File: src/rtl/option_byte_config_pkg.sv
// shared constants and types of the configuration byte decoder
package option_byte_config_pkg;

  // byte 0 field positions
  localparam int B0_CLK_SRC_HI = 5;
  localparam int B0_CLK_SRC_LO = 4;
  localparam int B0_SECTOR_HI = 3;
  localparam int B0_SECTOR_LO = 2;
  localparam int B0_READOUT = 1;
  localparam int B0_WRITE_PROT = 0;
  // byte 1 field positions
  localparam int B1_PLL_FACTOR = 7;
  localparam int B1_PLL_DISABLE = 6;
  localparam int B1_RC_OFF = 4;
  localparam int B1_LVD_HI = 3;
  localparam int B1_LVD_LO = 2;
  localparam int B1_WDG_SW = 1;
  localparam int B1_WATCHDOG_HALT_RESET = 0;

  // factory defaults, also the value left after an option erase
  localparam logic [7:0] BYTE0_DEFAULT = 8'h74;
  localparam logic [7:0] BYTE1_DEFAULT = 8'hEF;
  // what a blank program memory byte reads as
  localparam logic [7:0] BLANK_BYTE = 8'hFF;
  localparam logic [7:0] REFUSED_BYTE = 8'h00;

  // sector 0 size in bytes per code
  localparam logic [12:0] SECTOR_HALF_K = 13'h0200;
  localparam logic [12:0] SECTOR_ONE_K = 13'h0400;
  localparam logic [12:0] SECTOR_TWO_K = 13'h0800;
  localparam logic [12:0] SECTOR_FOUR_K = 13'h1000;

  localparam logic [1:0] LVD_OFF_CODE = 2'b11;
  localparam logic [1:0] LVD_HIGH_CODE = 2'b10;

  typedef enum logic [1:0] {
    CLK_RESONATOR = 2'b00,
    CLK_EXT_PORT_B = 2'b01,
    CLK_RESERVED = 2'b10,
    CLK_EXT_PORT_C = 2'b11
  } clk_src_t;

  typedef enum logic [2:0] {
    ST_LOAD = 3'b001,
    ST_RUN = 3'b010,
    ST_WIPE = 3'b100
  } cfg_state_t;

  // requests from the programming tool, one-cycle pulses
  typedef struct packed {
    logic optWrite;
    logic optRead;
    logic optErase;
    logic memWrite;
    logic memErase;
    logic memRead;
    logic sel;
    logic [7:0] wdata;
  } prog_cmd_t;

  typedef struct packed {
    logic [7:0] rdData;
    logic rdValid;
    logic refused;
    logic memWriteGrant;
    logic memEraseGrant;
    logic memEraseAll;
  } prog_resp_t;

  // write-back of a changed byte to non-volatile storage
  typedef struct packed {
    logic wr;
    logic sel;
    logic [7:0] data;
  } store_wr_t;

  typedef struct packed {
    logic rcOscOn;
    logic externalClock;
    clk_src_t clkSource;
    logic resonatorOn;
    logic portCEnabled;
    logic [12:0] sectorZeroBytes;
    logic readoutProtect;
    logic writeProtect;
    logic pllOn;
    logic pllTimesEight;
    logic lvdOn;
    logic lvdHighThreshold;
    logic watchdogHardware;
    logic watchdogHaltReset;
  } settings_t;

endpackage

File: src/rtl/option_byte_config_decode.sv
// configuration byte store, programming access gate and decoder

////////////////////////////////////////////////////////////////////////////////
// Summary of operation
// - option bytes reachable only in programming mode
// - blank program memory reads as FFh
// - clock source decode when RC is off
// - sector 0 size from two-bit code
// - readout protect blocks memory read and write
// - option erase under readout protect wipes memory unless write protect is also set
// - write protect locks memory and its bit
// - PLL factor bit: zero x4, one x8
// - PLL disable bit bypasses the PLL
// - RC select zero turns RC on
// - LVD code 11 off, 10 high threshold
// - watchdog hardware or software mode bit
// - halt reset bit enables reset on halt
module option_byte_config_decode
  import option_byte_config_pkg::*;
(
  input wire logic clk_sys,
  input wire logic rst_n,
  input wire logic [7:0] nvmByte0,
  input wire logic [7:0] nvmByte1,
  input wire logic progMode,
  input wire prog_cmd_t progCmd,
  input wire logic [7:0] memData,
  input wire logic memBlank,
  input wire logic memEraseDone,
  output prog_resp_t progResp,
  output store_wr_t storeWr,
  output settings_t settings
);

  typedef struct packed {
    cfg_state_t fsm;
    logic [7:0] store0;
    logic [7:0] store1;
    prog_resp_t resp;
    store_wr_t wr;
    settings_t dec;
  } state_t;

  state_t s_q;
  state_t s_d;

  ////////////////////////////////////////////////////////////////////////////////
  function automatic settings_t decodeBytes(input logic [7:0] b0, input logic [7:0] b1);
    settings_t r;
    clk_src_t src;
    r = '0;
    src = clk_src_t'(b0[B0_CLK_SRC_HI:B0_CLK_SRC_LO]);
    r.rcOscOn = ~b1[B1_RC_OFF];
    r.clkSource = src;
    // clock field only counts with the RC oscillator off
    r.resonatorOn = b1[B1_RC_OFF] && (src == CLK_RESONATOR);
    r.externalClock = b1[B1_RC_OFF] && (src == CLK_EXT_PORT_B || src == CLK_EXT_PORT_C);
    // port C pins are free unless the resonator owns them
    r.portCEnabled = ~r.resonatorOn;
    case (b0[B0_SECTOR_HI:B0_SECTOR_LO])
      2'b00: r.sectorZeroBytes = SECTOR_HALF_K;
      2'b01: r.sectorZeroBytes = SECTOR_ONE_K;
      2'b10: r.sectorZeroBytes = SECTOR_TWO_K;
      default: r.sectorZeroBytes = SECTOR_FOUR_K;
    endcase
    r.readoutProtect = b0[B0_READOUT];
    r.writeProtect = b0[B0_WRITE_PROT];
    r.pllOn = ~b1[B1_PLL_DISABLE];
    r.pllTimesEight = b1[B1_PLL_FACTOR];
    // codes other than the two defined ones leave the detector on at low threshold
    r.lvdOn = (b1[B1_LVD_HI:B1_LVD_LO] != LVD_OFF_CODE);
    r.lvdHighThreshold = (b1[B1_LVD_HI:B1_LVD_LO] == LVD_HIGH_CODE);
    r.watchdogHardware = ~b1[B1_WDG_SW];
    r.watchdogHaltReset = b1[B1_WATCHDOG_HALT_RESET];
    return r;
  endfunction

  ////////////////////////////////////////////////////////////////////////////////
  logic anyOpt;
  logic readLock;
  logic writeLock;

  always_comb begin
    // protection follows the stored bytes so a fresh lock acts at once
    readLock = s_q.store0[B0_READOUT];
    writeLock = s_q.store0[B0_WRITE_PROT];
    anyOpt = progCmd.optWrite | progCmd.optRead | progCmd.optErase;
    s_d = s_q;
    s_d.resp.rdValid = 1'b0;
    s_d.resp.refused = 1'b0;
    s_d.resp.memWriteGrant = 1'b0;
    s_d.resp.memEraseGrant = 1'b0;
    s_d.wr.wr = 1'b0;
    case (s_q.fsm)
      ST_LOAD: begin
        // settings are taken once per reset and then never follow later writes
        s_d.store0 = nvmByte0;
        s_d.store1 = nvmByte1;
        s_d.dec = decodeBytes(nvmByte0, nvmByte1);
        s_d.fsm = ST_RUN;
      end
      ST_RUN: begin
        if (!progMode) begin
          // outside programming mode every request is refused
          s_d.resp.refused = anyOpt | progCmd.memWrite | progCmd.memErase
                             | progCmd.memRead;
        end else if (progCmd.optErase) begin
          if (writeLock) begin
            s_d.resp.refused = 1'b1;
          end else if (readLock) begin
            s_d.resp.memEraseAll = 1'b1;
            s_d.fsm = ST_WIPE;
          end else begin
            s_d.store0 = BYTE0_DEFAULT;
            s_d.store1 = BYTE1_DEFAULT;
            s_d.wr.wr = 1'b1;
            s_d.wr.sel = 1'b0;
            s_d.wr.data = BYTE0_DEFAULT;
          end
        end else if (progCmd.optWrite) begin
          s_d.wr.wr = 1'b1;
          s_d.wr.sel = progCmd.sel;
          if (progCmd.sel) begin
            s_d.store1 = progCmd.wdata;
            s_d.wr.data = progCmd.wdata;
          end else begin
            // once set, the write-protect bit sticks
            s_d.store0 = progCmd.wdata | {7'h00, writeLock};
            s_d.wr.data = progCmd.wdata | {7'h00, writeLock};
          end
        end else if (progCmd.optRead) begin
          s_d.resp.rdValid = 1'b1;
          s_d.resp.rdData = progCmd.sel ? s_q.store1 : s_q.store0;
        end else if (progCmd.memWrite || progCmd.memErase) begin
          if (readLock || writeLock) begin
            s_d.resp.refused = 1'b1;
          end else begin
            s_d.resp.memWriteGrant = progCmd.memWrite;
            s_d.resp.memEraseGrant = progCmd.memErase;
          end
        end else if (progCmd.memRead) begin
          s_d.resp.rdValid = ~readLock;
          s_d.resp.refused = readLock;
          if (readLock) begin
            s_d.resp.rdData = REFUSED_BYTE;
          end else begin
            s_d.resp.rdData = memBlank ? BLANK_BYTE : memData;
          end
        end
      end
      ST_WIPE: begin
        // requests during the wipe are refused; options clear only after memory is gone
        s_d.resp.refused = anyOpt | progCmd.memWrite | progCmd.memErase | progCmd.memRead;
        if (memEraseDone) begin
          s_d.resp.memEraseAll = 1'b0;
          s_d.store0 = BYTE0_DEFAULT;
          s_d.store1 = BYTE1_DEFAULT;
          s_d.wr.wr = 1'b1;
          s_d.wr.sel = 1'b0;
          s_d.wr.data = BYTE0_DEFAULT;
          s_d.fsm = ST_RUN;
        end
      end
      default: begin
        s_d.fsm = ST_LOAD;
      end
    endcase
  end

  ////////////////////////////////////////////////////////////////////////////////
  always_ff @(posedge clk_sys) begin
    if (!rst_n) begin
      s_q <= '0;
      s_q.fsm <= ST_LOAD;
      s_q.store0 <= BYTE0_DEFAULT;
      s_q.store1 <= BYTE1_DEFAULT;
      s_q.dec <= decodeBytes(BYTE0_DEFAULT, BYTE1_DEFAULT);
    end else begin
      s_q <= s_d;
    end
  end

  assign progResp = s_q.resp;
  assign storeWr = s_q.wr;
  assign settings = s_q.dec;

endmodule

File: config.mk
export PLATFORM = sky130hd
export DESIGN_NAME = option_byte_config_decode
export DESIGN_NICKNAME = d
export VERILOG_FILES = /design/src/rtl/option_byte_config_pkg.sv /design/src/rtl/option_byte_config_decode.sv
export SDC_FILE = /design/constraint.sdc
export NUM_CORES = 1
export LEC_CHECK = 0
export ABC_AREA = 1
export BUFFER_PORTS_ARGS = -buffer_cell sky130_fd_sc_hd__buf_2
export CAP_MARGIN = 15
export CORE_ASPECT_RATIO = 0.5
export CORE_UTILIZATION = 30
export CTS_CLUSTER_SIZE = 24
export DETAILED_ROUTE_END_ITERATION = 6
export PLACE_DENSITY = 0.52
export SYNTH_ARGS = -nofsm -noshare
export SYNTH_HDL_FRONTEND = slang
export SYNTH_SLANG_ARGS = --single-unit
export TNS_END_PERCENT = 50
File: constraint.sdc
create_clock -name clk_sys -period 1.9 [get_ports clk_sys]
set_input_delay 0.095 -clock clk_sys [delete_from_list [all_inputs] [get_ports clk_sys]]
set_output_delay 0.095 -clock clk_sys [all_outputs]
set_load 0.1 [all_outputs]
# == After elaboration in Yosys (flattened, before gate mapping) ==
# Index checks and enable logic that the tools add are counted.
# totals
inputBits,44
register_bits,69
word_cells,125
output_inout_bits,50
# op_classes
reduce_logical,20
eq_ne,20
n_bitwise,17
muxes,40
# ops
operator,n
16-bit two-way mux,3
8-bit two-way mux,6
16-bit case mux with 3 select lines,1
10-bit two-way mux,4
13-bit case mux with 3 select lines,1
19-bit two-way mux,2
11-bit two-way mux,3
28-bit two-way mux,1
9-bit two-way mux,3
6-bit AND reduction,4
11-bit case mux with 2 select lines,1
"3-bit inequality test, second input constant",5
"2-bit inequality test, second input constant",7
7-bit AND reduction,2
12-bit two-way mux,1
1-bit NOT,11
5-bit AND reduction,2
3-bit two-way mux,3
3-bit case mux with 3 select lines,1
8-bit by 1-bit bitwise OR with 8-bit output,1
8-bit OR reduction,1
1-bit two-way mux,7
"2-bit equality test, second input constant",3
1-bit bitwise OR,5
other kinds (12),19

# == Longest topological paths before layout ==
# Gate-level depths: netlist of the first run.
# logic_depth
ltp_word,9
ltp_mapped,10
depth_no_buf,9

# == Least setup slack after synthesis of the first run ==
# OpenSTA, ideal clock, no wires.
# synth_path
path_kind,reg-to-reg
start,reg s_q[67] (netlist name)
end,reg s_q (netlist bit storeWr[1])
setup_slack_ns,0.575
setup_time_ns,0.129
period_less_slack_ns,1.325
n_path_buf,1
stages_incl_launch_ff,10
t_arrival_ns,1.196
required_time_ns,1.771
cell_sequence,dfxtp_1 > nor2_2 > nand2_1 > buf_6 > inv_6 > nor2_4 > nor2_2 > nand2_4 > a21oi_1 > nor2_1
# synth_via
elab_chain_cells,3
elab_cells_between_ends,10
classes_between,7 x eq/ne; 1 x mux; 2 x reduce/logical
# synth_rtl
item,line_no,source
"start, declared",option_byte_config_decode.sv:44,state_t s_q;
3-bit by 2-bit equality test with 1-bit output / 3-bit equality test (equally long branches),option_byte_config_decode.sv:94,case (s_q.fsm)
3-bit inequality test (no line) (tied with other cells),-,
6-bit AND reduction (no line),-,
# Several ways; a longest one is shown, not always the timed one.
# A chain may end at the register's enable or synchronous reset.

# == Final worst setup path of the first run ==
# layout_path
start,reg s_q[67] (netlist name)
end,reg s_q (netlist bit settings[3])
# layout_via
elab_chain_cells,1
# layout_rtl
item,line_no
3-bit by 1-bit equality test with 1-bit output,option_byte_config_decode.sv:94
# Every way passes these cells.

==> qor.yml, run 1 <==
finish:
  multi_input_area_um2: 1660
  fin_nets: 610
  antennaDiodeCount: 0
  drive_gt1_share_pct: 24.9
  seq_area_um2: 1200
  area_delta_synth_final_pct: 17.4
  fill_cells: 1215
worst_setup_path:
  required_ns: 2.12
  crit_path_start_kind: "register"
  worst-path-buf-inv: 2
  cp_top_family: "buffers and inverters"
  crit_path_max_incr_delay_ns: 0.56
  reg2reg_to: "settings[3]"
  slowest_stage: "dlygate4sd3_1"
  crit_fanout: 18
  rrSetupSlack_ns: 0.20
  cp_data_arrival_time_ns: 1.92
  r2r_cells: 6
  crit_chain: "nor2_1 > nand2_1 > inv_4 > o21ai_0 > a31oi_1 > dlygate4sd3_1"
  crit_cells: 6
  critPathKind: "reg -> reg"
  r2r_start: "s_q[67]"
  cp-end-kind: "register"
die:
  pin_count: 94
  rows: 27
  die_area_um2: 12100
  dieWidth_um: 155
  die_h_um: 78.4
  start_util_pct: 31.3
  core-area_um2: 11200
routing:
  via_count: 3258
  wl_per_cell_um: 13.5
  drcViolationCount: 0
  finalWirelength_um: 9860
  antenna_left: 0
  drt_iter0_drc: 223
  viasPerCell: 4.47
  first_pass_iters: 4
clocking:
  cts_buffers: 9
  clk_path_buf_depth: 2
  clock_latency_ns: 0.34
  htree_levels: 3
  cts_tree: "yes"
  cts.reportedPaths.clkPinSlew_ns: 0.06
  root_buffer: "clkbuf_16"
  cts_setup_buffers: 0
  clock-sinks: 60
global_routing:
  grt_use_total_pct: 17.1
  grt.busiest_layer: "met1"
  use_met3_pct: 5.08
  met1_usage_pct: 24.8
  grt_pass1_wl_um: 15700
  overflow: 0
  grt_max_degree: 34
  antenna_found_initial: 0
  grt_pass1_vias: 2960
  use_met2_pct: 22.9
hold_path:
  hp-start: "nvmByte0[4]"
  whs_endpoint: "settings[23]"
  min_path_cells: 3
  hold_class: "in -> reg"
yosys:
  avgSynthCellArea_um2: 6.78
  synthCells: 517
  synthFlopType: "dfxtp_1"
  synth-edff-count: 0
  ys_seq_area_share_pct: 34.3
  yosys_warnings: 0
  ys_seq_elements: 60
  async_flop_share_pct: 0
  synth_cell_type_count: 32
  syn_area_um2: 3500
placement:
  place_congestion: 0.925
  port_buffers: 84
  dpl.hpwl_um: 7470
timing:
  final.setup_skew_ns: 0.00618
  tns_ns: 0
  post-route-min-period_ns: 1.70
  drv_slew: 0
  finalCritPeriodShare_pct: 89.6
  hold-worst-slack_ns: 0.0413
  timing.fmax_mhz: 587
  hold_viol: 0
  rsz0062_at_grt: "no"
  setup_viol: 0
run:
  drv_cap: 0
power_and_ir_drop:
  p_leak_nw: 2.06
  ir_worst_vdd_uv: 512
  powerDensity_nw_per_um2: 1130
run_status:
  outcome: "complete, no violations"
-- worst max-delay path by stage --
| stage | startpoint | end | slack [ns] |
|---|---|---|---|
| finish | s_q[67] | settings[3] | 0.20 |
| global route | s_q[67] | settings[3] | 0.01 |
| CTS | s_q[68] | settings[3] | 0.11 |
| detailed placement | s_q[67] | s_q[64] | 0.26 |
| global placement | s_q[67] | s_q[62] | 0.32 |
| floorplan | s_q[67] | storeWr[1] | 0.57 |
-- what timing repair did --
item | 4_1_cts | 5_1_grt
resized for setup | 0 | 3
setup endpoints to repair | 0 | 1
hold endpoints to repair | 7 | 0
hold buffers | 8 | 0
-- synth_stat cells, types with 2 or more instances --
master	number	area share, %
o21ai_0	28	4.0
buf_6	3	0.96
inv_2	5	0.54
nand4_1	5	0.89
a21oi_2	2	0.50
a31oi_1	2	0.36
nor2_1	45	4.8
o211ai_1	3	0.64
buf_2	9	1.3
nor2_4	6	1.9
nand2_1	134	14
nand3_1	50	7.1
nor2_2	8	1.4
o22ai_1	6	1.1
nand2_2	5	0.89
a21oi_1	30	4.3
inv_1	38	4.1
buf_4	53	11
nand2_4	2	0.64
clkbuf_1	6	0.64
dfxtp_1	60	34
nor3_1	4	0.57
nand3_2	4	1.1
-- worst register-to-register path: stages, from the launching register on --
cell and delay (ns):
dfxtp_1 0.44, nor2_1 0.07, nand2_1 0.18, inv_4 0.13
o21ai_0 0.17, a31oi_1 0.05, dlygate4sd3_1 0.56
-- cell usage in the layout (no fill, tap or decap), drive strengths merged, types with 3 or more instances in the layout --
cell type	netlist	final
inv	44	44
nand4	5	5
nand3	55	55
dlygate4sd3	0	8
dfxtp	60	60
o211ai	3	3
nor2	59	59
clkbuf	6	11
o22ai	6	6
a21oi	32	32
nand2	141	141
conb	1	9
nor3	4	4
buf	65	93
o21ai	28	28
-- sequential cells by signal, summed over array words and instances, names as in the netlist --
name      count
storeWr      10
progResp     13
settings     18
readLock      1
s_q          18
-- power by group --
group	leakage (nW)	total, mW	switching (mW)	internal, mW
sequential	0.493	1.50	0.0876	1.41
clock	0.142	1.73	0.591	1.14
combinational	1.42	1.44	1.11	0.330
total	2.06	4.66	1.79	2.88
-- through the flow --
stage                     power (mW)  util, %  setup slack, ns  instances  instance area [um^2]
after floorplan                 2.76        -            0.575        525                  3530
after global placement          2.94     33.3            0.315        706                  3720
after detailed placement        2.94     33.3            0.264        706                  3720
after CTS                       4.72     36.8            0.115        729                  4110
after global routing            4.93     36.8           0.0128        729                  4110
final                           4.66     36.8            0.197        729                  4110
-- per-layer routing --
layer  wire (um)  up-vias
li1            -     1703
met1        5100     1413
met2        3770      125
met3         767       17
met4         225        0
met5           0        -
-- area by class of cell --
class,count,share of cell area [%]
Clock buffer,11,5.66
Clock inverter,4,1.82
Inverter,44,4.20
Multi-Input combinational cell,350,40.5
Sequential cell,60,29.2
Tap cell,159,4.84
Timing Repair Buffer,101,13.8
-- cells by family after synthesis --
family,Yosys count,share of synthesized area (%)
and+or+nand+nor,267,35.0
AOI/OAI and AO/OA,74,11.5
buffers and inverters,115,19.1
other,1,0.107
DFF,60,34.3
(Power assumes the default switching activity.)
==> run 2: changes to the inputs <==
--- a/config.mk
+++ b/config.mk
@@ -12,6 +12,7 @@
 export CORE_UTILIZATION = 30
 export CTS_CLUSTER_SIZE = 24
 export DETAILED_ROUTE_END_ITERATION = 6
+export MAX_ROUTING_LAYER = met4
 export PLACE_DENSITY = 0.52
 export SYNTH_ARGS = -nofsm -noshare
 export SYNTH_HDL_FRONTEND = slang
==> run 2 against run 1 <==
Compared with the run above:
- clock skew about the same
- design area down 1.7%
- combinational power about the same
- global-route usage increased by 0.78 points
- power fell by 4.9%
- routed wire length increased by 0.70%
- register-to-register slack gained 0.07 ns
- sequential share of layout area is 0.47 points higher
- non-clock buffer count fell by 3
- largest cell class unchanged
- largest power group unchanged
==> qor.yml, run 2 (synthesis gave the netlist of run 1 again) <==
global_routing:
  grt_max_degree: 34  # unchanged
  grt_pass1_vias: 3000  # was 2960
  antenna_found_initial: 0  # unchanged
  grt_pass1_wl_um: 16200  # was 15700 um
  grt_use_total_pct: 17.9  # was 17.1%
  overflow: 0  # unchanged
timing:
  rsz0062_at_grt: "no"  # unchanged
  timing.fmax_mhz: 614  # was 587 MHz
  hold_viol: 0  # unchanged
  setup_viol: 0  # unchanged
  post-route-min-period_ns: 1.63  # was 1.70 ns
  tns_ns: 0  # unchanged
  final.setup_skew_ns: 0.00635  # was 0.00618 ns
  finalCritPeriodShare_pct: 85.7  # was 89.6%
  drv_slew: 0  # unchanged
routing:
  drcViolationCount: 0  # unchanged
  viasPerCell: 4.52  # was 4.47
  antenna_left: 0  # unchanged
  first_pass_iters: 5  # was 4
  via_count: 3281  # was 3258
  finalWirelength_um: 9930  # was 9860 um
  drt_iter0_drc: 249  # was 223
  wl_per_cell_um: 13.7  # was 13.5 um
placement:
  placed_area_um2: 3710  # was 3720 um^2
  place_congestion: 0.925  # about the same
  dpl.hpwl_um: 7640  # was 7470 um
  port_buffers: 84  # unchanged
finish:
  final_cell_mix: "nand2_1 (134), buf_2 (84), dfxtp_1 (60)"  # was nand2_1 (134), buf_2 (84), dfxtp_1 (59)
  final_area_um2: 4050  # was 4110 um^2
  fin_nets: 607  # was 610
  antennaDiodeCount: 0  # unchanged
  area_delta_synth_final_pct: 15.4  # was 17.4%
  final_common_cell: "nand2_1"  # unchanged
  drive_gt1_share_pct: 24.7  # was 24.9%
worst_setup_path:
  cp-end-kind: "register"  # unchanged
  required_ns: 2.11  # was 2.12 ns
  crit_fanout: 14  # was 18
  critPathKind: "reg -> reg"  # unchanged
  crit_path_start_kind: "register"  # unchanged
  rrSetupSlack_ns: 0.27  # was 0.20 ns
  cp_data_arrival_time_ns: 1.84  # was 1.92 ns
die:
  die_h_um: 78.4  # unchanged
  rows: 27  # unchanged
  core-area_um2: 11200  # unchanged
  pin_count: 94  # unchanged
  dieWidth_um: 155  # unchanged
  start_util_pct: 31.3  # unchanged
  die_area_um2: 12100  # unchanged
run:
  drv_cap: 0  # unchanged
power_and_ir_drop:
  swShare_pct: 39.7  # was 38.3%
  switchingPower_mw: 1.76  # was 1.79 mW
  pwr-share-comb_pct: 32.2  # was 30.8%
  ir_worst_vdd_uv: 513  # was 512 uV
  power_frac_clock_pct: 34.0  # was 37.1%
  p_leak_nw: 2.04  # was 2.06 nW
  seq_power_share_pct: 33.8  # was 32.1%
  powerDensity_nw_per_um2: 1100  # was 1130 nW/um^2
  intPower_mw: 2.67  # was 2.88 mW
clocking:
  clock_latency_ns: 0.33  # was 0.34 ns
  root_buffer: "clkbuf_16"  # unchanged
  cts-resized-gates: 0  # unchanged
  clock-sinks: 60  # unchanged
  cts_tree: "yes"  # unchanged
  cts_buffers: 9  # unchanged
  htree_levels: 3  # unchanged
  clk_path_buf_depth: 2  # unchanged
  cts_setup_buffers: 0  # unchanged
  cts.reportedPaths.clkPinSlew_ns: 0.05  # was 0.06 ns
hold_path:
  hold_class: "in -> reg"  # unchanged
run_status:
  outcome: "complete, no violations"  # unchanged
==> run 2: layout make-up <==
cell class	count	area (um^2)
clock buffers	13	260
repair buffers	98	541
multi-input cells	350	1660
flip-flops and latches	60	1200
clock inverters	2	10.0
well taps	159	199
inverters	44	170
fillers	1227	7140
==> run 2: per-stage QoR <==
stage               utilization [%]  hold WS, ns  setup WS [ns]  std cells  power [mW]
CTS                            36.2     0.000189          0.307        726        4.47
detailed placement             33.2        0.308          0.311        705        2.94
global route                   36.2      0.00960          0.145        726        4.70
floorplan                         -        0.185          0.575        525        2.76
finish                         36.2       0.0109          0.272        726        4.44
global placement               33.2        0.300          0.340        705        2.94
==> run 2: final timing paths <==
path | start | end | depth (start not counted)
setup / recovery | s_q[67] | storeWr[1] | 7
hold / removal | nvmByte1[2] | settings[3] | 2
setup reg to reg | s_q[67] | storeWr[1] | 7
hold reg to reg | settings[21] | settings[21] | 2
==> run 2: routing by layer <==
metal / track usage, % / wire length (um) / up-vias / part of all wire [%]
met5: - / 0 / - / 0
met4: 6.34 / 170 / 0 / 1.7
met3: 4.36 / 604 / 13 / 6.1
met2: 24.4 / 3900 / 113 / 39
met1: 25.3 / 5260 / 1456 / 53
li1: - / - / 1699 / -
==> run 2: critical path, cell delays in order (launching register included) <==
cell and delay (ns):
dfxtp_1 0.43, nand2_1 0.13, nor2_4 0.34, nor2_4 0.10
nor2_2 0.16, nand2_4 0.12, a21oi_1 0.17, nor2_1 0.05
==> run 2: what timing repair did <==
item	CTS	global route
hold endpoints to repair	6	0
setup endpoints to repair	0	0
hold buffers	6	0
==> run 2: power by group through the flow <==
stage	clock (mW)	sequential, mW	combinational [mW]
after floorplan	0	1.50	1.27
after global placement	0	1.52	1.42
after CTS	1.54	1.50	1.43
after global routing	1.62	1.52	1.57
final	1.51	1.50	1.43
after detailed placement	0	1.52	1.42
